File: src/rtl/ppg_pkg.sv
// Purpose: constants and types for the cascaded 16-bit pulse generator
// Assumes: AXI4-Lite register access, 32-bit data, word-aligned registers
// Notes: all offsets are byte addresses
package ppg_pkg;
	localparam logic [7:0] PPG_OFS_CTRL = 8'h00;
	localparam logic [7:0] PPG_OFS_MODE = 8'h04;
	localparam logic [7:0] PPG_OFS_CYC_LO = 8'h08;
	localparam logic [7:0] PPG_OFS_CYC_HI = 8'h0c;
	localparam logic [7:0] PPG_OFS_DUTY_LO = 8'h10;
	localparam logic [7:0] PPG_OFS_DUTY_HI = 8'h14;
	localparam logic [7:0] PPG_OFS_STATUS = 8'h18;
	localparam logic [7:0] PPG_OFS_MASK = 8'h1c;
	localparam logic [7:0] PPG_OFS_COUNT = 8'h20;
	// control register fields
	localparam int PPG_CTRL_CASCADE = 0;
	localparam int PPG_CTRL_RUN = 1;
	// mode register fields
	localparam int PPG_MODE_OPM_LO = 0;
	localparam int PPG_MODE_EXT = 2;
	localparam int PPG_MODE_CKS_LO = 3;
	localparam int PPG_MODE_LVL = 6;
	localparam int PPG_MODE_DBE = 7;
	localparam logic [1:0] PPG_OPM_PPG = 2'h3;
	// status / mask fields
	localparam int PPG_IRQ_DUTY = 0;
	localparam int PPG_IRQ_CYCLE = 1;
	localparam logic [7:0] PPG_MODE_RST = 8'h00;
	localparam logic [1:0] PPG_AXI_OKAY = 2'h0;
	localparam logic [1:0] PPG_AXI_SLVERR = 2'h2;
	typedef struct packed {
		logic [15:0] cycle;
		logic [15:0] duty;
	} ppg_cmp_t;
endpackage

File: src/rtl/ppg_timer.sv
// Purpose: cascaded 16-bit programmable pulse generator with AXI4-Lite registers
// Assumes: ref_clk 25 MHz, rstn synchronous active low, ext_clk_in asynchronous
// Notes: internal source is ref_clk divided by 2^(clock_select_field)
// How it works
// RULE_01: cascade bit set uses upper settings only
// RULE_02: mode field 11 selects pulse generator
// RULE_03: external select picks pin, else prescaler
// RULE_04: cycle and duty form 16-bit compare values
// RULE_05: upper duty write commits all four
// RULE_06: software writes other three registers first
// RULE_07: stopped pin shows output level bit
// RULE_08: run bit counts selected source edges
// RULE_09: duty match toggles pin, raises duty irq
// RULE_10: cycle match restores pin, irq, clears count
// RULE_11: run cleared stops, zeroes, restores pin
// RULE_12: external clock slow, both phases two cycles
// RULE_13: buffer enable routes commits through buffer
// RULE_14: running buffered values load at cycle match
// RULE_15: stopped commit loads buffer and active
// RULE_16: unbuffered running commit replaces active now
// RULE_17: passed compares wait for wrap; equal matches
// RULE_18: reads return last written values
// RULE_19: counter wraps from all ones to zero
`timescale 1ns/1ps
module ppg_timer import ppg_pkg::*; (
	input wire logic ref_clk,
	input wire logic rstn,
	input wire logic [7:0] s_axi_awaddr,
	input wire logic s_axi_awvalid,
	output logic s_axi_awready,
	input wire logic [31:0] s_axi_wdata,
	input wire logic [3:0] s_axi_wstrb,
	input wire logic s_axi_wvalid,
	output logic s_axi_wready,
	output logic [1:0] s_axi_bresp,
	output logic s_axi_bvalid,
	input wire logic s_axi_bready,
	input wire logic [7:0] s_axi_araddr,
	input wire logic s_axi_arvalid,
	output logic s_axi_arready,
	output logic [31:0] s_axi_rdata,
	output logic [1:0] s_axi_rresp,
	output logic s_axi_rvalid,
	input wire logic s_axi_rready,
	input wire logic ext_clk_in,
	output logic pulse_output_pin,
	output logic irq
);
	logic [7:0] timer_pair_control_r;
	logic [7:0] upper_timer_mode_r;
	logic [7:0] cycle_low_r, cycle_high_r, duty_low_r, duty_high_r;
	ppg_cmp_t buf_r, act_r;
	logic [15:0] count_r;
	logic pin_r;
	logic [1:0] stat_r, mask_r;
	logic [7:0] aw_addr_r;
	logic aw_have_r, w_have_r;
	logic [31:0] w_data_r;
	logic [3:0] w_strb_r;
	logic ext_s1_r, ext_s2_r, ext_prev_r;
	logic [7:0] presc_r;
	logic cascade_select, run_control, ppg_mode, src_tick;
	logic duty_match, cycle_match, commit, wr_go;
	logic [2:0] clock_select_field;

	assign cascade_select = timer_pair_control_r[PPG_CTRL_CASCADE];
	assign run_control = timer_pair_control_r[PPG_CTRL_RUN];
	assign clock_select_field = upper_timer_mode_r[PPG_MODE_CKS_LO +: 3];
	// the lower timer's own settings do not exist here: only upper mode is consulted
	assign ppg_mode = cascade_select && // RULE_01
		(upper_timer_mode_r[PPG_MODE_OPM_LO +: 2] == PPG_OPM_PPG); // RULE_02

	// write channel: address and data accepted in either order
	assign s_axi_awready = !aw_have_r && !s_axi_bvalid;
	assign s_axi_wready = !w_have_r && !s_axi_bvalid;
	assign wr_go = aw_have_r && w_have_r;
	assign s_axi_arready = !s_axi_rvalid;

	function automatic logic [7:0] lane0(input logic [7:0] old, input logic [31:0] d,
		input logic [3:0] s);
		lane0 = s[0] ? d[7:0] : old;
	endfunction

	always_ff @(posedge ref_clk) begin
		if (!rstn) begin
			aw_have_r <= 1'b0;
			w_have_r <= 1'b0;
			aw_addr_r <= 8'h00;
			w_data_r <= 32'h0;
			w_strb_r <= 4'h0;
			s_axi_bvalid <= 1'b0;
			s_axi_bresp <= PPG_AXI_OKAY;
		end else begin
			if (s_axi_awvalid && s_axi_awready) begin
				aw_have_r <= 1'b1;
				aw_addr_r <= s_axi_awaddr;
			end
			if (s_axi_wvalid && s_axi_wready) begin
				w_have_r <= 1'b1;
				w_data_r <= s_axi_wdata;
				w_strb_r <= s_axi_wstrb;
			end
			if (wr_go) begin
				aw_have_r <= 1'b0;
				w_have_r <= 1'b0;
				s_axi_bvalid <= 1'b1;
				s_axi_bresp <= (aw_addr_r <= PPG_OFS_COUNT && aw_addr_r[1:0] == 2'h0)
					? PPG_AXI_OKAY : PPG_AXI_SLVERR;
			end else if (s_axi_bvalid && s_axi_bready) begin
				s_axi_bvalid <= 1'b0;
			end
		end
	end

	// register writes
	always_ff @(posedge ref_clk) begin
		if (!rstn) begin
			timer_pair_control_r <= 8'h00;
			upper_timer_mode_r <= PPG_MODE_RST;
			cycle_low_r <= 8'h00;
			cycle_high_r <= 8'h00;
			duty_low_r <= 8'h00;
			duty_high_r <= 8'h00;
			mask_r <= 2'h0;
		end else if (wr_go) begin
			unique case (aw_addr_r)
				PPG_OFS_CTRL: timer_pair_control_r <= lane0(timer_pair_control_r, w_data_r,
					w_strb_r);
				PPG_OFS_MODE: upper_timer_mode_r <= lane0(upper_timer_mode_r, w_data_r,
					w_strb_r);
				PPG_OFS_CYC_LO: cycle_low_r <= lane0(cycle_low_r, w_data_r, w_strb_r);
				PPG_OFS_CYC_HI: cycle_high_r <= lane0(cycle_high_r, w_data_r, w_strb_r);
				PPG_OFS_DUTY_LO: duty_low_r <= lane0(duty_low_r, w_data_r, w_strb_r);
				PPG_OFS_DUTY_HI: duty_high_r <= lane0(duty_high_r, w_data_r, w_strb_r);
				PPG_OFS_MASK: mask_r <= w_strb_r[0] ? w_data_r[1:0] : mask_r;
				default: ;
			endcase
		end
	end

	// software must have written the three other halves first; hardware trusts it
	assign commit = wr_go && aw_addr_r == PPG_OFS_DUTY_HI && w_strb_r[0]; // RULE_05 RULE_06

	// reads of data registers return the written copies, not the active values
	always_ff @(posedge ref_clk) begin
		if (!rstn) begin
			s_axi_rvalid <= 1'b0;
			s_axi_rdata <= 32'h0;
			s_axi_rresp <= PPG_AXI_OKAY;
		end else if (s_axi_arvalid && s_axi_arready) begin
			s_axi_rvalid <= 1'b1;
			s_axi_rresp <= PPG_AXI_OKAY;
			unique case (s_axi_araddr)
				PPG_OFS_CTRL: s_axi_rdata <= {24'h0, timer_pair_control_r};
				PPG_OFS_MODE: s_axi_rdata <= {24'h0, upper_timer_mode_r};
				PPG_OFS_CYC_LO: s_axi_rdata <= {24'h0, cycle_low_r}; // RULE_18
				PPG_OFS_CYC_HI: s_axi_rdata <= {24'h0, cycle_high_r}; // RULE_18
				PPG_OFS_DUTY_LO: s_axi_rdata <= {24'h0, duty_low_r}; // RULE_18
				PPG_OFS_DUTY_HI: s_axi_rdata <= {24'h0, duty_high_r}; // RULE_18
				PPG_OFS_STATUS: s_axi_rdata <= {30'h0, stat_r};
				PPG_OFS_MASK: s_axi_rdata <= {30'h0, mask_r};
				PPG_OFS_COUNT: s_axi_rdata <= {16'h0, count_r};
				default: begin
					s_axi_rdata <= 32'h0;
					s_axi_rresp <= PPG_AXI_SLVERR;
				end
			endcase
		end else if (s_axi_rvalid && s_axi_rready) begin
			s_axi_rvalid <= 1'b0;
		end
	end

	// external clock: two-flop sync, then rising-edge detect on the second stage
	always_ff @(posedge ref_clk) begin
		if (!rstn) begin
			ext_s1_r <= 1'b0;
			ext_s2_r <= 1'b0;
			ext_prev_r <= 1'b0;
		end else begin
			ext_s1_r <= ext_clk_in;
			ext_s2_r <= ext_s1_r;
			ext_prev_r <= ext_s2_r;
		end
	end

	// prescaler free-runs so tick spacing does not depend on when run is set
	always_ff @(posedge ref_clk) begin
		if (!rstn)
			presc_r <= 8'h00;
		else
			presc_r <= presc_r + 8'h01;
	end

	function automatic logic presc_tick(input logic [7:0] p, input logic [2:0] sel);
		logic [7:0] m;
		m = (8'h01 << sel) - 8'h01;
		presc_tick = (p & m) == m;
	endfunction

	// the pin edge must be held two ref_clk periods each way to be seen
	always_comb begin
		if (upper_timer_mode_r[PPG_MODE_EXT])
			src_tick = ext_s2_r && !ext_prev_r; // RULE_03 RULE_12
		else
			src_tick = presc_tick(presc_r, clock_select_field); // RULE_03
	end

	// compares are combinational on the active values, so a commit equal to
	// the current count matches straight after the write unless it is buffered while running
	assign duty_match = ppg_mode && run_control && count_r == act_r.duty; // RULE_04 RULE_17
	assign cycle_match = ppg_mode && run_control && count_r == act_r.cycle; // RULE_04 RULE_17

	always_ff @(posedge ref_clk) begin
		if (!rstn) begin
			count_r <= 16'h0000;
		end else if (!ppg_mode || !run_control) begin
			count_r <= 16'h0000; // RULE_11
		end else if (src_tick) begin
			if (cycle_match)
				count_r <= 16'h0000; // RULE_10
			else
				count_r <= count_r + 16'h0001; // RULE_08 RULE_19
		end
	end

	// matches act once per count value: only on the tick that leaves that value
	logic duty_ev, cycle_ev;
	assign duty_ev = duty_match && src_tick;
	assign cycle_ev = cycle_match && src_tick;

	always_ff @(posedge ref_clk) begin
		if (!rstn) begin
			pin_r <= 1'b0;
		end else if (!ppg_mode || !run_control) begin
			pin_r <= upper_timer_mode_r[PPG_MODE_LVL]; // RULE_07 RULE_11
		end else if (cycle_ev) begin
			pin_r <= upper_timer_mode_r[PPG_MODE_LVL]; // RULE_10
		end else if (duty_ev) begin
			pin_r <= !upper_timer_mode_r[PPG_MODE_LVL]; // RULE_09
		end
	end
	assign pulse_output_pin = pin_r;

	always_ff @(posedge ref_clk) begin
		if (!rstn) begin
			buf_r <= '0;
			act_r <= '0;
		end else begin
			if (commit)
				buf_r <= {cycle_high_r, cycle_low_r, w_data_r[7:0], duty_low_r}; // RULE_04
			if (commit && (!run_control || !upper_timer_mode_r[PPG_MODE_DBE]))
				act_r <= {cycle_high_r, cycle_low_r, w_data_r[7:0], duty_low_r}; // RULE_15 RULE_16
			else if (cycle_ev && upper_timer_mode_r[PPG_MODE_DBE])
				act_r <= buf_r; // RULE_13 RULE_14
		end
	end

	// sticky status: set wins over write-one-to-clear
	always_ff @(posedge ref_clk) begin
		if (!rstn) begin
			stat_r <= 2'h0;
		end else begin
			for (int i = 0; i < 2; i++) begin
				if ((i == PPG_IRQ_DUTY && duty_ev) || (i == PPG_IRQ_CYCLE && cycle_ev))
					stat_r[i] <= 1'b1; // RULE_09 RULE_10 RULE_14
				else if (wr_go && aw_addr_r == PPG_OFS_STATUS && w_strb_r[0] && w_data_r[i])
					stat_r[i] <= 1'b0;
			end
		end
	end
	assign irq = |(stat_r & mask_r);
endmodule

File: config.mk
export PLATFORM = sky130hd
export DESIGN_NAME = ppg_timer
export DESIGN_NICKNAME = d
export VERILOG_FILES = /design/src/rtl/ppg_pkg.sv /design/src/rtl/ppg_timer.sv
export SDC_FILE = /design/constraint.sdc
export NUM_CORES = 1
export LEC_CHECK = 0
export ABC_CLOCK_PERIOD_IN_PS = 2800
export BUFFER_PORTS_ARGS = -buffer_cell sky130_fd_sc_hd__buf_2
export CAP_MARGIN = 5
export CELL_PAD_IN_SITES_DETAIL_PLACEMENT = 1
export CELL_PAD_IN_SITES_GLOBAL_PLACEMENT = 2
export CORE_ASPECT_RATIO = 0.7
export CORE_MARGIN = 3
export CORE_UTILIZATION = 35
export DETAILED_ROUTE_END_ITERATION = 7
export PLACE_DENSITY = 0.86
export SLEW_MARGIN = 20
export SYNTH_ARGS = -nofsm -noshare
export SYNTH_HDL_FRONTEND = slang
export SYNTH_SLANG_ARGS = --single-unit
File: constraint.sdc
create_clock -name ref_clk -period 2.8 [get_ports ref_clk]
set_clock_uncertainty 0.05 [all_clocks]
set_input_delay 0.28 -clock ref_clk [delete_from_list [all_inputs] [get_ports ref_clk]]
set_output_delay 0.28 -clock ref_clk [all_outputs]
set_load 0.01 [all_outputs]
-- Word-level counts from Yosys, hierarchy flattened
Index checks and enable logic that the tools add are counted.
- bits in registers: 201
- logic and storage cells: 129
- bitwise logic cells: 3
- equal/unequal tests: 19
- add/sub/neg operators: 3
- magnitude comparators: 1
- reductions and logical operators: 55
- shifts and indexed selects: 1
- mux-type cells: 18
- operators with widths (operator ; count):
    one-hot mux 16 bit (9 select lines) ; 1
    == test 8 x 5 -> 1 bit (second input constant) ; 8
    2-to-1 mux 32 bit ; 2
    == test 16 bit ; 2
    == test 8 x 4 -> 1 bit (second input constant) ; 4
    logical AND 1 bit ; 24
    AND reduction 3 bit ; 7
    adder 16 x 1 -> 16 bit (second input constant) ; 1
    == test 8 x 3 -> 1 bit (second input constant) ; 2
    zero test 8 bit ; 2
    2-to-1 mux 16 bit ; 1
    2-to-1 mux 1 bit ; 12
    nonzero test 2 bit ; 5
    zero test 1 bit ; 9
    OR reduction 9 bit ; 1
    adder 8 x 1 -> 8 bit (second input constant) ; 1
    bitwise AND 8 bit ; 1
    == test 8 x 6 -> 1 bit (second input constant) ; 1
    == test 8 bit ; 1
    <= comparator 8 x 6 -> 1 bit (second input constant) ; 1
    << shifter 1 x 3 -> 8 bit (first input constant) ; 1
    subtractor 8 x 1 -> 8 bit (second input constant) ; 1
    OR reduction 2 bit ; 3
    2-to-1 mux 2 bit ; 2
    other kinds (6) ; 7

-- Logic depth before layout (Yosys ltp)
- depth after elaboration: 9
- gate-level depth with buffers: 13
- gate-level depth less buffers: 10

-- Worst setup path before layout
No wires, ideal clock.
- path kind: register to register
- from: reg upper_timer_mode_r[4]
- to: reg act_r[19] (netlist bit)
- stages on the path, launching flop included: 13
- library setup time: 125 ps
- arrival time: 2379 ps
- period minus slack after synthesis: 2554 ps
- path slack: 246 ps
- cell sequence: dfxtp_1 -> buf_2 -> or3_1 -> ha_1 -> nand2b_1 -> a32oi_1 -> o221ai_1 -> o22ai_1 -> and4_1 -> buf_6 -> buf_8 -> mux2i_1 -> o2bb2ai_1
- longest elaborated chain between the ends: 8
- ends and longest elaborated chain (item ; line ; RTL):
    start: declaration ; ppg_timer.sv:50 ; logic [7:0] upper_timer_mode_r;
    start signal: assignment ; ppg_timer.sv:129 ; PPG_OFS_MODE: upper_timer_mode_r <= lane0(upper_timer_mode_r, w_data_r,
    << shifter 1 x 3 -> 8 bit * ; ppg_timer.sv:196 ; m = (8'h01 << sel) - 8'h01;
    subtractor 8 x 1 -> 8 bit * ; ppg_timer.sv:196 ;
    bitwise AND 8 bit ; ppg_timer.sv:197 ; presc_tick = (p & m) == m;
    == test 8 bit * ; ppg_timer.sv:197 ;
    2-to-1 mux 1 bit * ; ppg_timer.sv:202 ; if (upper_timer_mode_r[PPG_MODE_EXT])
    logical AND 1 bit * ; ppg_timer.sv:229 ; assign cycle_ev = cycle_match && src_tick;
    logical AND 1 bit * ; ppg_timer.sv:253 ; else if (cycle_ev && upper_timer_mode_r[PPG_MODE_DBE])
    nonzero test 2 bit (no line) * ; - ;
    end signal: assignment ; ppg_timer.sv:252 ; act_r <= {cycle_high_r, cycle_low_r, w_data_r[7:0], duty_low_r};
    end signal: assignment ; ppg_timer.sv:254 ; act_r <= buf_r;
    end: declaration ; ppg_timer.sv:52 ; ppg_cmp_t buf_r, act_r;
Mark *: on every way between the ends. The rest lies on a longest branch, timed or not.
A chain may end at the register's enable or synchronous reset.

-- Worst setup path in the final report
- from: reg upper_timer_mode_r[4]
- to: reg act_r[21] (netlist bit)
Same word-level chain as after synthesis.

==> impl_metrics.env <==
export IMPL_outcome="finished clean"
export IMPL_final_common_cell="dfxtp_1"
export IMPL_min_path_cells=3
export IMPL_crit_type="flop to flop"
export IMPL_path_delay_family="simple AND/OR/NAND/NOR gates"
export IMPL_synth_ff_type="dfxtp_1"
export IMPL_ys_async_sr_fraction_pct=0
export IMPL_dp_hpwl_um=17300
export IMPL_place_gp_congestion=0.861
export IMPL_cts_reportedPaths_clkPinSlew_ps=70
export IMPL_antenna_found_initial=0
export IMPL_dp_cells=1241
export IMPL_worst_path_buf_inv=1
export IMPL_path_cells="or3_1, ha_2, nand2b_1, a32oi_2, o221ai_2, o22ai_2, and4_4, buf_12, mux2i_4, o2bb2ai_1"
export IMPL_routedWlPerCell_um=19.5
export IMPL_ant_nets=0
export IMPL_rows=45
export IMPL_combPwrFrac_pct=4.7
export IMPL_timing_reg2reg_worst_path_depth=10
export IMPL_clockPowerShare_pct=44.5
export IMPL_cp_max_fo=10
export IMPL_vias=6634
export IMPL_endpoint_kind="flop"
export IMPL_leakage_nw=3.56
export IMPL_drt_initial_drc_count=427
export IMPL_stdcell_area_um2=9400
export IMPL_mostFrequentLayoutCells="dfxtp_1, nand2_1, nor2_1, a21oi_1, mux2i_1"
export IMPL_core_um2=22200
export IMPL_cellPowerDensity_nw_per_um2=559
export IMPL_cp_required_ps=3060
export IMPL_reg2reg_to="act_r[21]"
export IMPL_synth_cell_types=57
export IMPL_vias_per_cell=5.19
export IMPL_antenna_cells=0
export IMPL_multi_input_area_um2=4060
export IMPL_relSlewSlack_pct=56.0
export IMPL_dp_slack_ps=-12.6
export IMPL_io_buffers=57
export IMPL_synth_area_um2=8070
export IMPL_endpoint="act_r[21]"
export IMPL_crit_path_start="upper_timer_mode_r[4]"
export IMPL_setup_viol=0
export IMPL_seqCellArea_um2=3640
export IMPL_hold_viol=0
export IMPL_place_area_um2=8720
export IMPL_cts_max_path_buffers=2
export IMPL_fmax_ghz=0.373
export IMPL_power_total_mw=5.26
export IMPL_area_growth_syn_to_layout_pct=16.5
export IMPL_route_detailed_drc=0
export IMPL_worst_pin_slew_ps=660
export IMPL_clock_latency_ps=440
export IMPL_finalWorstSetupSlack_ps=116
export IMPL_fin_cells=1277
export IMPL_cpPeakStageDelay_ps=370
export IMPL_grt_ovfl_total=0
export IMPL_start_util_pct=36.4
export IMPL_cts_root_buf="clkbuf_16"
export IMPL_grt_max_degree=70
export IMPL_fill_cells=2584
export IMPL_nets=1022
export IMPL_yosysWarnings=0
export IMPL_finalMaxSlewViolations=0
export IMPL_cp_data_arrival_time_ps=2940
export IMPL_finalWirelength_um=24900
export IMPL_post_route_util_pct=42.4
export IMPL_hp_class="input pin to flop"
export IMPL_start_kind="flop"
export IMPL_slowest_stage="or3_1"
export IMPL_p_seq_share_pct=50.9
export IMPL_swShare_pct=26.2
export IMPL_die_h_um=133
export IMPL_rrSetupSlack_ps=120
export IMPL_period_share_pct=95.9
export IMPL_p_int_mw=3.88
export IMPL_ys_seq_area_share_pct=45.1
export IMPL_cap_violations=0
export IMPL_grt_pass1_vias=6620
export IMPL_firstDrtPassIters=5
export IMPL_synth_avg_cell_area_um2=8.91
export IMPL_cts_sinks=182
export IMPL_die_x_um=187
export IMPL_dieArea_um2=24900
export IMPL_cts_tree="yes"
export IMPL_final_layout_size_suffix_gt1_share_pct=17.1
export IMPL_num_io_pins=103
export IMPL_rr_startpoint="upper_timer_mode_r[4]"
export IMPL_synth_cells=906
export IMPL_numCtsBuffers=17
export IMPL_p_switching_mw=1.38
export IMPL_htreeDepth=4
export IMPL_grtUsageTotal_pct=20.1
export IMPL_finalCriticalPeriod_ps=2680
export IMPL_synth_edff_count=0
export IMPL_grt_pass1_wl_um=39000
export IMPL_ir_drop_mv=0.421
export IMPL_ys_seq_elements=182
export IMPL_cp_depth=10
## worst min-delay path by stage
stage | startpoint | slack (ps) | endpoint
2_1_floorplan | s_axi_rready | 330 | s_axi_rvalid
3_3_place_gp | ext_s1_r | 370 | ext_s2_r
3_5_place_dp | ext_s1_r | 380 | ext_s2_r
4_1_cts | s_axi_awaddr[0] | 10 | aw_addr_r[0]
5_1_grt | s_axi_awaddr[0] | 20 | aw_addr_r[0]
6_report | s_axi_awaddr[0] | 20 | aw_addr_r[0]
## through the flow
step / hold slack [ps] / TNS, ps
6_report: 22.2 / 0
5_1_grt: 20.0 / -18.9
4_1_cts: 10.0 / 0
3_5_place_dp: 383 / -21.4
3_3_place_gp: 373 / 0
2_1_floorplan: 329 / 0
## final cells by class
type,instances,area share [%]
clock inverter,15,1.46
clock buffer,17,4.53
sequential,182,38.8
inverter,5,0.226
tap,305,4.06
timing repair buffer,105,7.80
multi-input combinational,648,43.2
## registers in the layout (all words and copies together), names as in the netlist, 2 cells and up
signal                count
mask_r                    2
act_r                    32
buf_r                    32
cycle_low_r               8
duty_high_r               8
stat_r                    2
upper_timer_mode_r        8
duty_low_r                8
s_axi_rdata              16
count_r                  16
aw_addr_r                 8
w_data_r                  8
cycle_high_r              8
presc_r                   7
timer_pair_control_r      8
## layer usage
layer  GRT usage (%)  vias to the layer above  wire, µm
li1                -                     3192         -
met3            4.32                       15      1460
met1            31.0                     3273     13100
met2            28.5                      154     10200
met4            4.29                        0       194
met5               0                        -         0
## repair_timing
action	4_1_cts	5_1_grt
endpoints found under the setup margin	4	43
resized for setup	4	8
hold buffers	2	0
endpoints found under the hold margin	2	0
setup buffers	0	1
pin swaps	3	2
gates cloned	1	0
## worst register-to-register path, stage by stage (launching register included)
cell and delay, ps:
dfxtp_1 340, or3_1 370, ha_2 230, nand2b_1 180, a32oi_2 220, o221ai_2 140, o22ai_2 210, and4_4 310
buf_12 170, mux2i_4 230, o2bb2ai_1 100
## Yosys cell counts (all sizes together) (2+ instances only)
| cell type | instances | area share [%] |
|---|---|---|
| mux2i | 73 | 9.1 |
| nand3 | 24 | 1.5 |
| and3 | 7 | 0.54 |
| nor2b | 7 | 0.54 |
| nor3 | 11 | 0.82 |
| buf | 40 | 3.5 |
| clkbuf | 48 | 2.2 |
| dfxtp | 182 | 45 |
| a22oi | 3 | 0.28 |
| a211oi | 6 | 0.56 |
| mux4 | 5 | 1.4 |
| a32oi | 3 | 0.33 |
| nor4 | 8 | 0.88 |
| nand4 | 13 | 1.0 |
| a22o | 5 | 0.54 |
| inv | 5 | 0.23 |
| xnor2 | 21 | 2.3 |
| a21oi | 80 | 5.0 |
| o21ai | 16 | 0.99 |
| nand2 | 144 | 6.7 |
| a222oi | 5 | 0.62 |
| ha | 3 | 0.47 |
| mux2 | 7 | 0.98 |
| a221oi | 2 | 0.22 |
| and2 | 11 | 0.87 |
| o2bb2ai | 25 | 2.7 |
| a21boi | 2 | 0.19 |
| and4 | 4 | 0.43 |
| xor2 | 31 | 3.4 |
| nor2 | 90 | 4.3 |
| nand2b | 10 | 0.78 |
| a41oi | 2 | 0.22 |
## logic make-up after synthesis
logic type	synth area share, %
AOI/OAI and AO/OA	12.4
xor gates and xnor gates	5.64
adders and majority gates	0.465
buffers and inverters	5.98
DFF	45.1
muxes	11.4
other	0.0465
and+or+nand+nor	18.9
## power by group through the flow
stage	clock (mW)	sequential, mW	combinational, mW
global route	2.51	2.68	0.274
global placement	0	2.73	0.238
finish	2.34	2.67	0.245
floorplan	0	2.71	0.181
detailed placement	0	2.73	0.242
CTS	2.38	2.67	0.245
Note: power is estimated with default switching activity, not from simulation.
